--- src/shared/ptq_pkg.sv ---
/*
 * Shared constants and types for the pulse trigger qualifier: register map,
 * control word layout, class, polarity and condition codes, timing counts.
 * Assumes a 100 MHz core clock and a qualification tick of 13.2 ns.
 */
package ptq_pkg;

   // Core clock period and qualification tick, in picoseconds.
   localparam int CLK_PS          = 10000;
   localparam int TICK_PS         = 13200;
   // Time registers count in units of 3.3 ns so that 10 s fits in 32 bits.
   localparam int UNIT_PS         = 3300;
   localparam int UNITS_PER_TICK  = TICK_PS / UNIT_PS;
   localparam int UNIT_SHIFT      = $clog2(UNITS_PER_TICK);
   localparam int ROUND_HALF      = UNITS_PER_TICK / 2;
   localparam int LIMIT_MIN_PS    = 39600;
   localparam int LIMIT_MAX_S     = 10;
   localparam int CNT_W           = 30;
   localparam logic [CNT_W-1:0] MIN_TICKS = CNT_W'(LIMIT_MIN_PS / TICK_PS);
   localparam logic [CNT_W-1:0] MAX_TICKS =
      CNT_W'(longint'(LIMIT_MAX_S) * 64'd1000000000000 / longint'(TICK_PS));
   localparam int BAND_PCT        = 5;
   localparam int BAND_DIV        = 100 / BAND_PCT;
   // Volts per second for one millivolt across one tick.
   localparam int RATE_SCALE      = 1000000000 / TICK_PS;
   localparam int NUM_W           = 56;

   // Register byte offsets.
   localparam logic [7:0] REG_CTRL       = 8'h00;
   localparam logic [7:0] REG_WIDTH_TIME = 8'h04;
   localparam logic [7:0] REG_RUNT_TIME  = 8'h08;
   localparam logic [7:0] REG_EDGE_INTV  = 8'h0C;
   localparam logic [7:0] REG_RUNT_HIGH  = 8'h10;
   localparam logic [7:0] REG_RUNT_LOW   = 8'h14;
   localparam logic [7:0] REG_EDGE_HIGH  = 8'h18;
   localparam logic [7:0] REG_EDGE_LOW   = 8'h1C;
   localparam logic [7:0] REG_PRESET     = 8'h20;
   localparam logic [7:0] REG_EDGE_RATE  = 8'h24;
   localparam logic [7:0] REG_STATUS     = 8'h28;
   localparam logic [7:0] REG_LAST       = 8'h2C;

   localparam logic [31:0] CTRL_RESET    = 32'h0000_2080;
   localparam logic [3:0]  PRE_RUNT_TTL  = 4'h1;
   localparam logic [3:0]  PRE_RUNT_ECL  = 4'h2;
   localparam logic [3:0]  PRE_EDGE_TTL  = 4'h4;
   localparam logic [3:0]  PRE_EDGE_ECL  = 4'h8;

   // Thresholds in signed millivolts.
   localparam logic signed [31:0] TTL_HIGH_MV = 32'sh7D0;
   localparam logic signed [31:0] TTL_LOW_MV  = 32'sh320;
   localparam logic signed [31:0] ECL_HIGH_MV = -32'sh44C;
   localparam logic signed [31:0] ECL_LOW_MV  = -32'sh5DC;

   localparam logic [1:0] CLS_WIDTH = 2'h0;
   localparam logic [1:0] CLS_RUNT  = 2'h1;
   localparam logic [1:0] CLS_EDGE  = 2'h2;

   localparam logic [1:0] POL_ANY   = 2'h0;
   localparam logic [1:0] POL_POS   = 2'h1;
   localparam logic [1:0] POL_NEG   = 2'h2;

   localparam logic [2:0] COND_ANY    = 3'h0;
   localparam logic [2:0] COND_BELOW  = 3'h1;
   localparam logic [2:0] COND_ABOVE  = 3'h2;
   localparam logic [2:0] COND_MATCH  = 3'h3;
   localparam logic [2:0] COND_DIFFER = 3'h4;

   typedef struct packed {
      logic [6:0] rsvd;
      logic       enable;
      logic [7:0] source;
      logic [2:0] edge_when;
      logic [2:0] runt_when;
      logic [2:0] width_when;
      logic [1:0] edge_pol;
      logic [1:0] runt_pol;
      logic       width_neg;
      logic [1:0] pclass;
   } ptq_ctrl_s;

   typedef enum logic [2:0] {
      ST_IDLE = 3'b001,
      ST_POS  = 3'b010,
      ST_NEG  = 3'b100
   } ptq_state_e;

endpackage : ptq_pkg

--- src/verilog/ptq_tick_gen.sv ---
/*
 * Fractional divider: one-cycle enable on average every TICK_PS.
 * Assumes TICK_PS is larger than CLK_PS.
 */
`timescale 1ns/10ps
`default_nettype none
module ptq_tick_gen
#(
   parameter int STEP = ptq_pkg::CLK_PS,
   parameter int MODV = ptq_pkg::TICK_PS
)
(
   input  wire logic clk,
   input  wire logic rst,
   output var  logic tick
);
   logic [15:0] acc_q;
   logic [16:0] sum;

   assign sum = {1'b0, acc_q} + 17'(STEP);

   // Jitter of one clock on each tick is the price of a non-integer ratio.
   always_ff @(posedge clk)
   begin
      if (rst)
      begin
         acc_q <= 16'h0000;
         tick  <= 1'b0;
      end
      else if (sum >= 17'(MODV))
      begin
         acc_q <= 16'(sum - 17'(MODV));
         tick  <= 1'b1;
      end
      else
      begin
         acc_q <= sum[15:0];
         tick  <= 1'b0;
      end
   end
endmodule : ptq_tick_gen
`default_nettype wire

--- src/verilog/ptq_divider.sv ---
/*
 * Sequential restoring divider, one quotient bit per clock.
 * Assumes start is only raised while busy is low; zero divisor gives all ones.
 */
`timescale 1ns/10ps
`default_nettype none
module ptq_divider
#(
   parameter int NW = ptq_pkg::NUM_W,
   parameter int DW = 32
)
(
   input  wire logic          clk,
   input  wire logic          rst,
   input  wire logic          start,
   input  wire logic [NW-1:0] num,
   input  wire logic [DW-1:0] den,
   output var  logic          busy,
   output var  logic          done,
   output var  logic [NW-1:0] quot
);
   logic [DW:0]   rem_q;
   logic [DW:0]   rem_sh;
   logic [DW-1:0] den_q;
   logic [7:0]    cnt_q;

   assign rem_sh = {rem_q[DW-1:0], quot[NW-1]};

   always_ff @(posedge clk)
   begin
      if (rst)
      begin
         busy  <= 1'b0;
         done  <= 1'b0;
         quot  <= '0;
         rem_q <= '0;
         den_q <= '0;
         cnt_q <= 8'h00;
      end
      else
      begin
         done <= 1'b0;
         if (start && !busy)
         begin
            quot  <= num;
            den_q <= den;
            rem_q <= '0;
            cnt_q <= 8'(NW);
            busy  <= 1'b1;
         end
         else if (busy)
         begin
            if (rem_sh >= {1'b0, den_q})
            begin
               rem_q <= rem_sh - {1'b0, den_q};
               quot  <= {quot[NW-2:0], 1'b1};
            end
            else
            begin
               rem_q <= rem_sh;
               quot  <= {quot[NW-2:0], 1'b0};
            end
            cnt_q <= cnt_q - 8'h01;
            if (cnt_q == 8'h01)
            begin
               busy <= 1'b0;
               done <= 1'b1;
            end
         end
      end
   end
endmodule : ptq_divider
`default_nettype wire

--- src/verilog/ptq_qualifier.sv ---
/*
 * Pulse trigger qualifier: duration, runt (low-amplitude) and edge-speed classes,
 * with an Avalon-MM register slave that uses waitrequest.
 * Assumes cmp_low and cmp_high are asynchronous comparator levels that are
 * high while the source is above the low and the high threshold.
 */
// The placing of the registers and the Avalon-MM slave port were decided locally.
`timescale 1ns/10ps
`default_nettype none
module ptq_qualifier
(
   input  wire logic        clk,
   input  wire logic        rst,
   input  wire logic [7:0]  avs_address,
   input  wire logic        avs_read,
   input  wire logic        avs_write,
   input  wire logic [31:0] avs_writedata,
   input  wire logic [3:0]  avs_byteenable,
   output var  logic [31:0] avs_readdata,
   output var  logic        avs_waitrequest,
   input  wire logic        cmp_low,
   input  wire logic        cmp_high,
   output var  logic        trig_out
);
   import ptq_pkg::*;

   ptq_ctrl_s          ctrl_q;
   logic [CNT_W-1:0]   wtime_q;
   logic [CNT_W-1:0]   rtime_q;
   logic [CNT_W-1:0]   etime_q;
   logic [31:0]        rhigh_q;
   logic [31:0]        rlow_q;
   logic [31:0]        ehigh_q;
   logic [31:0]        elow_q;
   logic [31:0]        rate_q;
   logic [CNT_W-1:0]   last_q;
   logic [CNT_W-1:0]   cnt_q;
   logic               reached_q;
   ptq_state_e         st_q;
   logic [1:0]         lo_sync_q;
   logic [1:0]         hi_sync_q;
   logic               lo_p_q;
   logic               hi_p_q;
   logic               div_start_q;
   logic               div_to_intv_q;
   logic               tick;
   logic               div_busy;
   logic               div_done;
   logic [NUM_W-1:0]   div_quot;
   logic [NUM_W-1:0]   div_num;
   logic [31:0]        div_den;
   logic [31:0]        rd_val;
   logic [31:0]        wd;
   logic               go;
   logic               wr_go;
   logic               lo_s;
   logic               hi_s;
   logic               lo_rise;
   logic               lo_fall;
   logic               hi_rise;
   logic               hi_fall;
   logic               pos_go;
   logic               neg_go;
   logic               fin;
   logic               abort;
   logic               reach;
   logic [CNT_W-1:0]   lim_sel;
   logic [2:0]         cond_sel;

   function automatic logic [CNT_W-1:0] clamp_ticks(input logic [NUM_W-1:0] q);
      if (q < NUM_W'(MIN_TICKS))
         clamp_ticks = MIN_TICKS;
      else if (q > NUM_W'(MAX_TICKS))
         clamp_ticks = MAX_TICKS;
      else
         clamp_ticks = q[CNT_W-1:0];
   endfunction : clamp_ticks

   // Time written in 3.3 ns units becomes the nearest tick count.
   function automatic logic [CNT_W-1:0] to_ticks(input logic [31:0] t);
      logic [32:0] q;
      q = ({1'b0, t} + 33'(ROUND_HALF)) >> UNIT_SHIFT;
      to_ticks = clamp_ticks(NUM_W'(q));
   endfunction : to_ticks

   function automatic logic [31:0] from_ticks(input logic [CNT_W-1:0] n);
      from_ticks = 32'({n, {UNIT_SHIFT{1'b0}}});
   endfunction : from_ticks

   function automatic logic cond_met(input logic [CNT_W-1:0] n,
                                     input logic [CNT_W-1:0] lim,
                                     input logic [2:0]       c);
      logic [CNT_W:0] band;
      logic           in_band;
      band    = {1'b0, lim / CNT_W'(BAND_DIV)};
      in_band = ({1'b0, n} >= ({1'b0, lim} - band)) && ({1'b0, n} <= ({1'b0, lim} + band));
      unique case (c)
         COND_BELOW:  cond_met = n < lim;
         COND_ABOVE:  cond_met = n > lim;
         COND_MATCH:  cond_met = in_band;
         COND_DIFFER: cond_met = !in_band;
         default:     cond_met = 1'b1;
      endcase
   endfunction : cond_met

   function automatic logic [31:0] be_merge(input logic [31:0] old,
                                            input logic [31:0] nw,
                                            input logic [3:0]  be);
      for (int i = 0; i < 4; i++)
         be_merge[8*i +: 8] = be[i] ? nw[8*i +: 8] : old[8*i +: 8];
   endfunction : be_merge

   function automatic logic pol_has_pos(input logic [1:0] p);
      pol_has_pos = (p == POL_ANY) || (p == POL_POS);
   endfunction : pol_has_pos

   function automatic logic pol_has_neg(input logic [1:0] p);
      pol_has_neg = (p == POL_ANY) || (p == POL_NEG);
   endfunction : pol_has_neg

   ptq_tick_gen u_tick
   (
      .clk  (clk),
      .rst  (rst),
      .tick (tick)
   );

   ptq_divider u_div
   (
      .clk   (clk),
      .rst   (rst),
      .start (div_start_q),
      .num   (div_num),
      .den   (div_den),
      .busy  (div_busy),
      .done  (div_done),
      .quot  (div_quot)
   );

   // Bus handshake: waitrequest drops for one cycle per accepted request.
   // Writes wait while a rate calculation runs or lands, so none is lost.
   assign go    = (avs_read || avs_write) && avs_waitrequest
                  && !(avs_write && (div_busy || div_start_q || div_done));
   assign wr_go = go && avs_write;
   assign wd    = be_merge(rd_val, avs_writedata, avs_byteenable);

   always_comb
   begin
      unique case (avs_address)
         REG_CTRL:       rd_val = ctrl_q;
         REG_WIDTH_TIME: rd_val = from_ticks(wtime_q);
         REG_RUNT_TIME:  rd_val = from_ticks(rtime_q);
         REG_EDGE_INTV:  rd_val = from_ticks(etime_q);
         REG_RUNT_HIGH:  rd_val = rhigh_q;
         REG_RUNT_LOW:   rd_val = rlow_q;
         REG_EDGE_HIGH:  rd_val = ehigh_q;
         REG_EDGE_LOW:   rd_val = elow_q;
         REG_EDGE_RATE:  rd_val = rate_q;
         REG_STATUS:     rd_val = {25'h0000000, reached_q, div_busy, hi_s, lo_s, st_q};
         REG_LAST:       rd_val = from_ticks(last_q);
         default:        rd_val = 32'h0000_0000;
      endcase
   end

   always_ff @(posedge clk)
   begin
      if (rst)
      begin
         avs_waitrequest <= 1'b1;
         avs_readdata    <= 32'h0000_0000;
      end
      else
      begin
         avs_waitrequest <= !go;
         if (go && avs_read)
            avs_readdata <= rd_val;
      end
   end

   // Configuration registers.
   always_ff @(posedge clk)
   begin
      if (rst)
      begin
         ctrl_q  <= CTRL_RESET;
         wtime_q <= MIN_TICKS;
         rtime_q <= MIN_TICKS;
         etime_q <= MIN_TICKS;
         rhigh_q <= TTL_HIGH_MV;
         rlow_q  <= TTL_LOW_MV;
         ehigh_q <= TTL_HIGH_MV;
         elow_q  <= TTL_LOW_MV;
      end
      else if (wr_go)
      begin
         unique case (avs_address)
            REG_CTRL:
               if (wd[1:0] != 2'h3)
                  ctrl_q <= {7'h00, wd[24:0]};
            REG_WIDTH_TIME: wtime_q <= to_ticks(wd);
            REG_RUNT_TIME:  rtime_q <= to_ticks(wd);
            REG_EDGE_INTV:  etime_q <= to_ticks(wd);
            REG_RUNT_HIGH:  rhigh_q <= wd;
            REG_RUNT_LOW:   rlow_q  <= wd;
            REG_EDGE_HIGH:  ehigh_q <= wd;
            REG_EDGE_LOW:   elow_q  <= wd;
            REG_PRESET:
            begin
               if (|(avs_writedata[3:0] & PRE_RUNT_TTL))
               begin
                  rhigh_q <= TTL_HIGH_MV;
                  rlow_q  <= TTL_LOW_MV;
               end
               else if (|(avs_writedata[3:0] & PRE_RUNT_ECL))
               begin
                  rhigh_q <= ECL_HIGH_MV;
                  rlow_q  <= ECL_LOW_MV;
               end
               if (|(avs_writedata[3:0] & PRE_EDGE_TTL))
               begin
                  ehigh_q <= TTL_HIGH_MV;
                  elow_q  <= TTL_LOW_MV;
               end
               else if (|(avs_writedata[3:0] & PRE_EDGE_ECL))
               begin
                  ehigh_q <= ECL_HIGH_MV;
                  elow_q  <= ECL_LOW_MV;
               end
            end
            default:
            begin
            end
         endcase
      end
      else if (div_done && div_to_intv_q)
         etime_q <= clamp_ticks(div_quot);
   end

   // Slew rate: any edge-speed setting change recomputes it; writing it
   // recomputes the interval from the thresholds instead.
   logic [31:0] thr_diff;
   always_comb
   begin
      thr_diff = ($signed(ehigh_q) >= $signed(elow_q)) ? ehigh_q - elow_q : elow_q - ehigh_q;
   end
   assign div_num = NUM_W'(thr_diff) * NUM_W'(RATE_SCALE);
   assign div_den = div_to_intv_q ? rate_q : 32'(etime_q);

   always_ff @(posedge clk)
   begin
      if (rst)
      begin
         div_start_q   <= 1'b0;
         div_to_intv_q <= 1'b0;
         rate_q        <= 32'h0000_0000;
      end
      else
      begin
         div_start_q <= 1'b0;
         if (wr_go && (avs_address == REG_EDGE_RATE))
         begin
            rate_q        <= wd;
            div_to_intv_q <= 1'b1;
            div_start_q   <= 1'b1;
         end
         else if (wr_go && ((avs_address == REG_EDGE_INTV) || (avs_address == REG_EDGE_HIGH)
                  || (avs_address == REG_EDGE_LOW) || (avs_address == REG_PRESET)))
         begin
            div_to_intv_q <= 1'b0;
            div_start_q   <= 1'b1;
         end
         else if (div_done && !div_to_intv_q)
            rate_q <= (div_quot > NUM_W'(32'hFFFF_FFFF)) ? 32'hFFFF_FFFF : div_quot[31:0];
      end
   end

   // Comparator levels come from the analog front end; two stages each.
   always_ff @(posedge clk)
   begin
      if (rst)
      begin
         lo_sync_q <= 2'h0;
         hi_sync_q <= 2'h0;
         lo_p_q    <= 1'b0;
         hi_p_q    <= 1'b0;
      end
      else
      begin
         lo_sync_q <= {lo_sync_q[0], cmp_low};
         hi_sync_q <= {hi_sync_q[0], cmp_high};
         lo_p_q    <= lo_sync_q[1];
         hi_p_q    <= hi_sync_q[1];
      end
   end

   assign lo_s    = lo_sync_q[1];
   assign hi_s    = hi_sync_q[1];
   assign lo_rise = lo_s && !lo_p_q;
   assign lo_fall = !lo_s && lo_p_q;
   assign hi_rise = hi_s && !hi_p_q;
   assign hi_fall = !hi_s && hi_p_q;

   // Crossing events per class; code 3 never reaches ctrl_q.
   always_comb
   begin
      pos_go   = 1'b0;
      neg_go   = 1'b0;
      fin      = 1'b0;
      abort    = 1'b0;
      reach    = 1'b0;
      lim_sel  = wtime_q;
      cond_sel = ctrl_q.width_when;
      unique case (ctrl_q.pclass)
         CLS_RUNT:
         begin
            pos_go   = lo_rise && pol_has_pos(ctrl_q.runt_pol);
            neg_go   = hi_fall && pol_has_neg(ctrl_q.runt_pol);
            reach    = (st_q == ST_POS) ? hi_rise : lo_fall;
            fin      = (st_q == ST_POS) ? lo_fall : hi_rise;
            lim_sel  = rtime_q;
            cond_sel = ctrl_q.runt_when;
         end
         CLS_EDGE:
         begin
            pos_go   = lo_rise && pol_has_pos(ctrl_q.edge_pol);
            neg_go   = hi_fall && pol_has_neg(ctrl_q.edge_pol);
            fin      = (st_q == ST_POS) ? hi_rise : lo_fall;
            abort    = (st_q == ST_POS) ? lo_fall : hi_rise;
            lim_sel  = etime_q;
            cond_sel = ctrl_q.edge_when;
         end
         default:
         begin
            pos_go = lo_rise && !ctrl_q.width_neg;
            neg_go = lo_fall && ctrl_q.width_neg;
            fin    = (st_q == ST_POS) ? lo_fall : lo_rise;
         end
      endcase
   end

   // Measurement state; a control register write restarts it.
   always_ff @(posedge clk)
   begin
      if (rst || (wr_go && avs_address == REG_CTRL))
      begin
         st_q      <= ST_IDLE;
         reached_q <= 1'b0;
      end
      else
      begin
         unique case (st_q)
            ST_IDLE:
            begin
               reached_q <= 1'b0;
               if (pos_go)
                  st_q <= ST_POS;
               else if (neg_go)
                  st_q <= ST_NEG;
            end
            default:
            begin
               // A swing to the far threshold ends the pulse; the swing back may start one.
               if (fin || abort || reach)
                  st_q <= ST_IDLE;
               if (reach)
                  reached_q <= 1'b1;
            end
         endcase
      end
   end

   always_ff @(posedge clk)
   begin
      if (rst || (st_q == ST_IDLE))
         cnt_q <= '0;
      else if (tick && (cnt_q != MAX_TICKS))
         cnt_q <= cnt_q + CNT_W'(1);
   end

   // Only the selected class decides the trigger, and only while enabled.
   always_ff @(posedge clk)
   begin
      if (rst)
      begin
         trig_out <= 1'b0;
         last_q   <= '0;
      end
      else
      begin
         trig_out <= 1'b0;
         if ((st_q != ST_IDLE) && fin)
         begin
            last_q   <= cnt_q;
            trig_out <= ctrl_q.enable && cond_met(cnt_q, lim_sel, cond_sel)
                        && !((ctrl_q.pclass == CLS_RUNT) && (reached_q || reach));
         end
      end
   end

endmodule : ptq_qualifier
`default_nettype wire

--- config.mk ---
export PLATFORM = sky130hd
export DESIGN_NAME = ptq_qualifier
export DESIGN_NICKNAME = d
export VERILOG_FILES = /design/src/shared/ptq_pkg.sv /design/src/verilog/ptq_tick_gen.sv /design/src/verilog/ptq_divider.sv /design/src/verilog/ptq_qualifier.sv
export SDC_FILE = /design/constraint.sdc
export NUM_CORES = 2
export LEC_CHECK = 0
export ABC_CLOCK_PERIOD_IN_PS = 20600
export CORE_UTILIZATION = 66
export DETAILED_ROUTE_END_ITERATION = 16
export DONT_BUFFER_PORTS = 1
export HOLD_SLACK_MARGIN = 0.03
export MAX_ROUTING_LAYER = met4
export PLACE_DENSITY = 0.82
export SLEW_MARGIN = 20
export SYNTH_ARGS = -nofsm -noshare
export SYNTH_HDL_FRONTEND = slang
export SYNTH_SLANG_ARGS = --single-unit
--- constraint.sdc ---
create_clock -name clk -period 20.6 [get_ports clk]
set_input_delay 4.12 -clock clk [delete_from_list [all_inputs] [get_ports clk]]
set_output_delay 4.12 -clock clk [all_outputs]
set_load 0.005 [all_outputs]
## After elaboration in Yosys (flattened, before gate mapping)

Cells that the tools add are included.

- Bits in registers: 528
- Latch bits: 0
- Bits in writable memories: 0
- Memory bits (read-only): 0
- Input port bits: 50
- Output and inout bits: 34
- Memories kept: 0

- $add $sub $neg: 10
- $mul: 1
- Div/mod/pow operators: 1
- $lt $le $gt $ge: 12
- Equal/unequal tests: 32
- Shift operators: 0
- Muxes and demuxes: 63
- Bitwise operators: 2
- Reduce and logical (&&, ||, !) cells: 79

Operator list:

| kind | count |
|---|---|
| $mux W32 | 15 |
| $pmux W32 S11 | 1 |
| $pmux W32 S2 | 4 |
| $mux W30 | 7 |
| $mux W49 | 2 |
| $sub A32 B32 Y32 | 3 |
| $pmux W30 S2 | 1 |
| $gt A56 B30 Y1 const B | 1 |
| $gt A56 B32 Y1 const B | 1 |
| $lt A56 B2 Y1 const B | 1 |
| $mul A32 B17 Y49 const B | 1 |
| $add A32 B2 Y33 const B | 1 |
| $ge A33 B32 Y1 | 1 |
| $eq A8 B5 Y1 const B | 4 |
| $eq A8 B6 Y1 const B | 4 |
| $ge A32 B32 Y1 | 1 |
| $mux W8 | 4 |
| $add A30 B30 Y31 | 1 |
| $ge A30 B31 Y1 | 1 |
| $gt A31 B30 Y1 const B | 1 |
| $le A30 B31 Y1 | 1 |
| $lt A31 B2 Y1 const B | 1 |
| $sub A30 B30 Y31 | 1 |
| $add A30 B1 Y30 const B | 1 |
| other kinds (38) | 141 |

## Depth between registers and ports, before layout

- Word-level depth: 12
- Depth in mapped cells: 85
- Depth with buffers taken out: 76

## By module

From an unflattened synthesis, not the netlist that was laid out.

- Cell total of the unflattened synthesis: 6,042
- Area, all modules: 48,250.0 um^2

Modules (own cells, without submodules):

| module | instances | cells each | area an instance (um^2) | seq. area each (um^2) |
|---|---|---|---|---|
| ptq_qualifier | 1 | 4,936 | 39,830.7 | 7,627.3 |
| ptq_divider | 1 | 967 | 7,282.0 | 2,602.5 |
| ptq_tick_gen | 1 | 139 | 1,137.3 | 260.2 |

## Least setup slack after synthesis

No wires, ideal clock.

- Path kind: register to register
- From: register ctrl_q[0] (netlist name)
- To: register trig_out
- Setup time: 86 ps
- Arrival: 14,181 ps
- Required time: 20,514 ps
- Slack: 6,334 ps
- Stages on the path, launching flop included: 80
- Path buffers: 8
- Period minus slack after synthesis: 14,266 ps
- Cells stage by stage: dfxtp_1 -> inv_1 -> ha_1 -> buf_6 -> buf_6 -> a221o_1 -> a211oi_2 -> nor2_1 -> a2111o_1 -> o41a_2 -> o221ai_1 -> o41ai_1 -> or3_4 -> buf_6 -> a221o_1 -> a211oi_2 -> buf_4 -> o2111ai_1 -> [... 44 more ...] -> o21bai_1 -> a21oi_1 -> o21bai_1 -> a21oi_1 -> o21bai_1 -> a21oi_1 -> xnor2_1 -> ha_1 -> a21o_1 -> a21o_1 -> a21oi_1 -> o21ai_0 -> a221o_1 -> a21o_1 -> a21oi_1 -> a21oi_1 -> a21bo_2 -> a211oi_1

- Longest elaborated chain between the ends: 12

RTL lines:

| element | line | RTL |
|---|---|---|
| start, declared | ptq_qualifier.sv:27 | `ptq_ctrl_s ctrl_q;` |
| start signal, assigned | ptq_qualifier.sv:199 | `ctrl_q <= {7'h00, wd[24:0]};` |
| $eq A2 B2 Y1 or $eq A2 B1 Y1 (tied branches) | ptq_qualifier.sv:313, ptq_qualifier.sv:395 |  |
| $pmux W30 S2 | ptq_qualifier.sv:313 | `unique case (ctrl_q.pclass)` |
| $div A30 B5 Y30 | ptq_qualifier.sv:95 | `band = {1'b0, lim / CNT_W'(BAND_DIV)};` |
| $sub A30 B30 Y31 or $add A30 B30 Y31 (tied branches) | ptq_qualifier.sv:96 | `in_band = ({1'b0, n} >= ({1'b0, lim} - band)) && ({1'b0, n} <= ({1'b0, lim} + band));` |
| $ge A30 B31 Y1 or $le A30 B31 Y1 (tied branches) | ptq_qualifier.sv:96 |  |
| $logic_and A1 B1 Y1 | ptq_qualifier.sv:96 |  |
| $logic_not A1 Y1 | ptq_qualifier.sv:101 | `COND_DIFFER: cond_met = !in_band;` |
| $pmux W1 S4 | ptq_qualifier.sv:97 | `unique case (c)` |
| $mux W1 | ptq_qualifier.sv:391 | `if ((st_q != ST_IDLE) && fin)` |
| $mux W1 | ptq_qualifier.sv:383 | `if (rst)` |
| $logic_and A1 B1 Y1 | ptq_qualifier.sv:394 | `trig_out <= ctrl_q.enable && cond_met(cnt_q, lim_sel, cond_sel)` |
| $logic_and A1 B1 Y1 | ptq_qualifier.sv:395 | `&& !((ctrl_q.pclass == CLS_RUNT) && (reached_q \|\| reach));` |
| end signal, assigned | ptq_qualifier.sv:394 |  |
| end, declared | ptq_qualifier.sv:23 | `output var logic trig_out` |

Parallel ways exist; a longest one is shown, timed or not. The select of a mux whose other input is x is not followed.
A chain may end at the register's enable or synchronous reset.

## Worst setup path in the final report

Ends and elaborated chain as after synthesis.

==> results.cfg <==
[outcome]
status = finished clean

[sta]
drv_slew = 0
min_period_ps = 17950
worstMarginPinSlew_ps = 1250
clock_skew_ps = 33.5
fin_crit_sh_pct = 87.1
hold_viol = 0
slew_headroom_pct = 15.6
setup_violations = 0
rsz0062_at_grt = no
finalSetupTns_ps = 0
fmax_mhz = 55.7

[synthesis]
ys_warn_count = 0
ys_ff_latch = 524
synth.cell_area_um2 = 46800
synthFlopType = dfxtp_1
post_synth.cell_area_avg_um2 = 8.04
yosysSeqAreaShare_pct = 22.4
ys_types = 112
syn-num-nets = 6572
synth_edf_count = 0
postSynth.asyncResetShare_pct = 0
postSynthCellCount = 5820

[cells_and_area]
fin_util_pct = 70.6
num-fill-cells = 5666
mostFrequentLayoutCells = nor2_1, inv_1, dfxtp_1, ha_1, nand2_1
drive_gt1_share_pct = 5.39
syn2layout_area_growth_pct = 5.73
layout_commonest_cell = nor2_1
layout.nets = 6407

[clock_network]
htreeDepth = 2
clock_sinks = 524
insertion_delay_ps = 640
postCtsSetupBuffers = 0
clockBufferDepth = 3
clockRootBuffer = clkbuf_16
clk_pin_slew_ps = 70
cts_tree = done
cts_buffers = 56
hold_buffers = 0
cts_resized = 0

[setup_path]
worstSetupEndpointType = flip-flop
endpoint = trig_out
critPathLaunchType = flip-flop
max_stage_delay_ps = 780
crit_path_frequent_cell = o21ai_0
rr_worst_depth = 74
crit_path_start = ctrl_q[0]
rr_startpoint = ctrl_q[0]
r2r_slack_ps = 2650
crit_required_ps = 21150
arrival_ps = 18500
cpMaxStageDelayCell = a21boi_2
path_class = flip-flop to flip-flop
crit_path_max_fanout = 26
r2r_end = trig_out

[power]
cellLeakagePower_nw = 20.8
powerDensity_nw_per_um2 = 164
peakVddDrop_v = 0.000540

[floorplan]
fp-row-count = 97
die_h_um = 268
core_um2 = 70000
pin_count = 84
die_area_um2 = 71900
start_util_pct = 66.8
fp.dieW_um = 268

[global_route]
grt_pass1_vias = 42200
track_usage_pct = 44.7
grt_max_degree = 457
grt_pass1_wl_um = 241000
grt-ovfl-total = 0
antenna_found_initial = 9

[drt]
wl_per_cell_um = 23.9
drt-initial-drc-count = 5554
drc = 0
drt-total-wl_um = 159000
antenna_left = 0
dr.pass1.iters = 7
viasPerCell = 6.69
vias = 44500

[placement]
numPortBuffers = 0
gp_routability_congestion = 1.05
hpwl_um = 121000

[worst_hold_path]
worst_hold_path_type = flip-flop to flip-flop

[run]
max_cap_viol_count = 0
## synth_stat cells (all sizes together), types with 12 or more instances
cell type | number | area share (%)
a21oi | 424 | 4.5
clkbuf | 253 | 2.0
nor2b | 48 | 0.64
or2 | 14 | 0.19
or3 | 25 | 0.35
o221ai | 12 | 0.22
a22oi | 96 | 1.5
o21bai | 60 | 0.96
dfxtp | 524 | 22
a2111oi | 12 | 0.29
a211o | 29 | 0.54
a222oi | 22 | 0.47
a22o | 37 | 0.69
ha | 466 | 12
mux2i | 135 | 2.9
xor2 | 69 | 1.3
nor3 | 93 | 1.0
and3 | 25 | 0.35
a221oi | 97 | 1.9
mux2 | 12 | 0.29
nand4 | 83 | 1.1
a31oi | 19 | 0.29
buf | 54 | 0.62
nor4 | 39 | 0.53
nand3 | 78 | 0.85
o21ai | 300 | 3.2
fa | 236 | 10
inv | 630 | 5.1
a21boi | 27 | 0.44
nand2b | 66 | 0.88
and2 | 24 | 0.33
xnor2 | 155 | 2.9
a211oi | 194 | 3.2
a221o | 23 | 0.49
a21o | 94 | 1.5
o211ai | 47 | 0.78
o21a | 35 | 0.56
o22ai | 34 | 0.48
o31ai | 13 | 0.22
nor2 | 647 | 5.2
nand2 | 431 | 3.5
or4 | 14 | 0.22
## per-layer routing
layer | vias up | GRT usage (%) | part of all wire (%)
li1 | 20200 | - | -
met4 | 0 | 20.7 | 5.5
met1 | 21100 | 57.3 | 41
met2 | 2551 | 65.7 | 42
met5 | - | - | 0
met3 | 605 | 11.4 | 11
## cells by family (layout without fill, tap and decap cells)
group                    count (synthesis)  after routing  synth area share [%]
flip-flops                             524            524                  22.4
multiplexers                           147            147                  3.20
AND/OR/NAND/NOR                       1627           1627                  15.9
XOR/XNOR                               224            224                  4.19
adder cells (fa/ha/maj)                704            704                  22.6
other                                    0              7                     0
buffers and inverters                  948            829                  7.79
AO/OA/AOI/OAI                         1646           1646                  23.9
## stage by stage
step	instance area (um^2)	hold WS (ps)	worst slack, ps	std cells	total power [mW]
after CTS	49400	459	3000	6641	7.96
after floorplan	46800	414	6330	5820	5.39
after global placement	47500	427	3570	6537	6.59
final	49500	460	2650	6648	8.10
after detailed placement	47500	448	3150	6537	6.82
after global routing	49500	468	873	6648	8.85
## sequential cells by signal, indices dropped and copies added (netlist names), 32 cells and up
signal / cells
rate_q: 32
ehigh_q: 32
elow_q: 32
rhigh_q: 32
rlow_q: 32
u_div.rem_q: 32
u_div.quot: 56
u_div.den_q: 32
avs_readdata: 32
## report_power, final
group          switching (mW)  internal [mW]  leakage [nW]  total (mW)
Clock                   0.460          0.637         0.953        1.10
Combinational            3.54           2.40          15.6        5.94
Sequential             0.0278           1.03          4.23        1.06
Total                    4.03           4.07          20.8        8.10
## final cells by class
| class | count | area, um^2 | share of cell area, % |
|---|---|---|---|
| clock inverter | 32 | 415 | 0.840 |
| sequential | 524 | 10500 | 21.2 |
| antenna | 7 | 17.5 | 0.0354 |
| multi-input combinational | 4348 | 32800 | 66.2 |
| inverter | 641 | 2410 | 4.86 |
| clock buffer | 72 | 1550 | 3.14 |
| tap | 940 | 1180 | 2.38 |
| timing repair buffer | 84 | 631 | 1.28 |
## how the worst min path moves through the flow
stage / from / end / slack (ps) / depth (start not counted)
4_1_cts: rlow_q[1] / rlow_q[1] / 460 / 2
5_1_grt: hi_sync_q[0] / hi_sync_q[1] / 470 / 1
3_3_place_gp: lo_sync_q[0] / lo_sync_q[1] / 430 / 1
2_1_floorplan: hi_sync_q[0] / hi_sync_q[1] / 410 / 1
6_report: rlow_q[1] / rlow_q[1] / 460 / 2
3_5_place_dp: hi_sync_q[0] / hi_sync_q[1] / 450 / 1
## worst max-delay path, delay by kind of cell (launching register included)
family          cells  cell delay [ps]
simple gates       10             1680
fa+ha+maj           5             1620
compound gates     53            13140
buf+inv             4              620
xor+xnor            1              150
mux                 1              200
flops               1              400
Note: power is estimated with default switching activity, not from simulation.
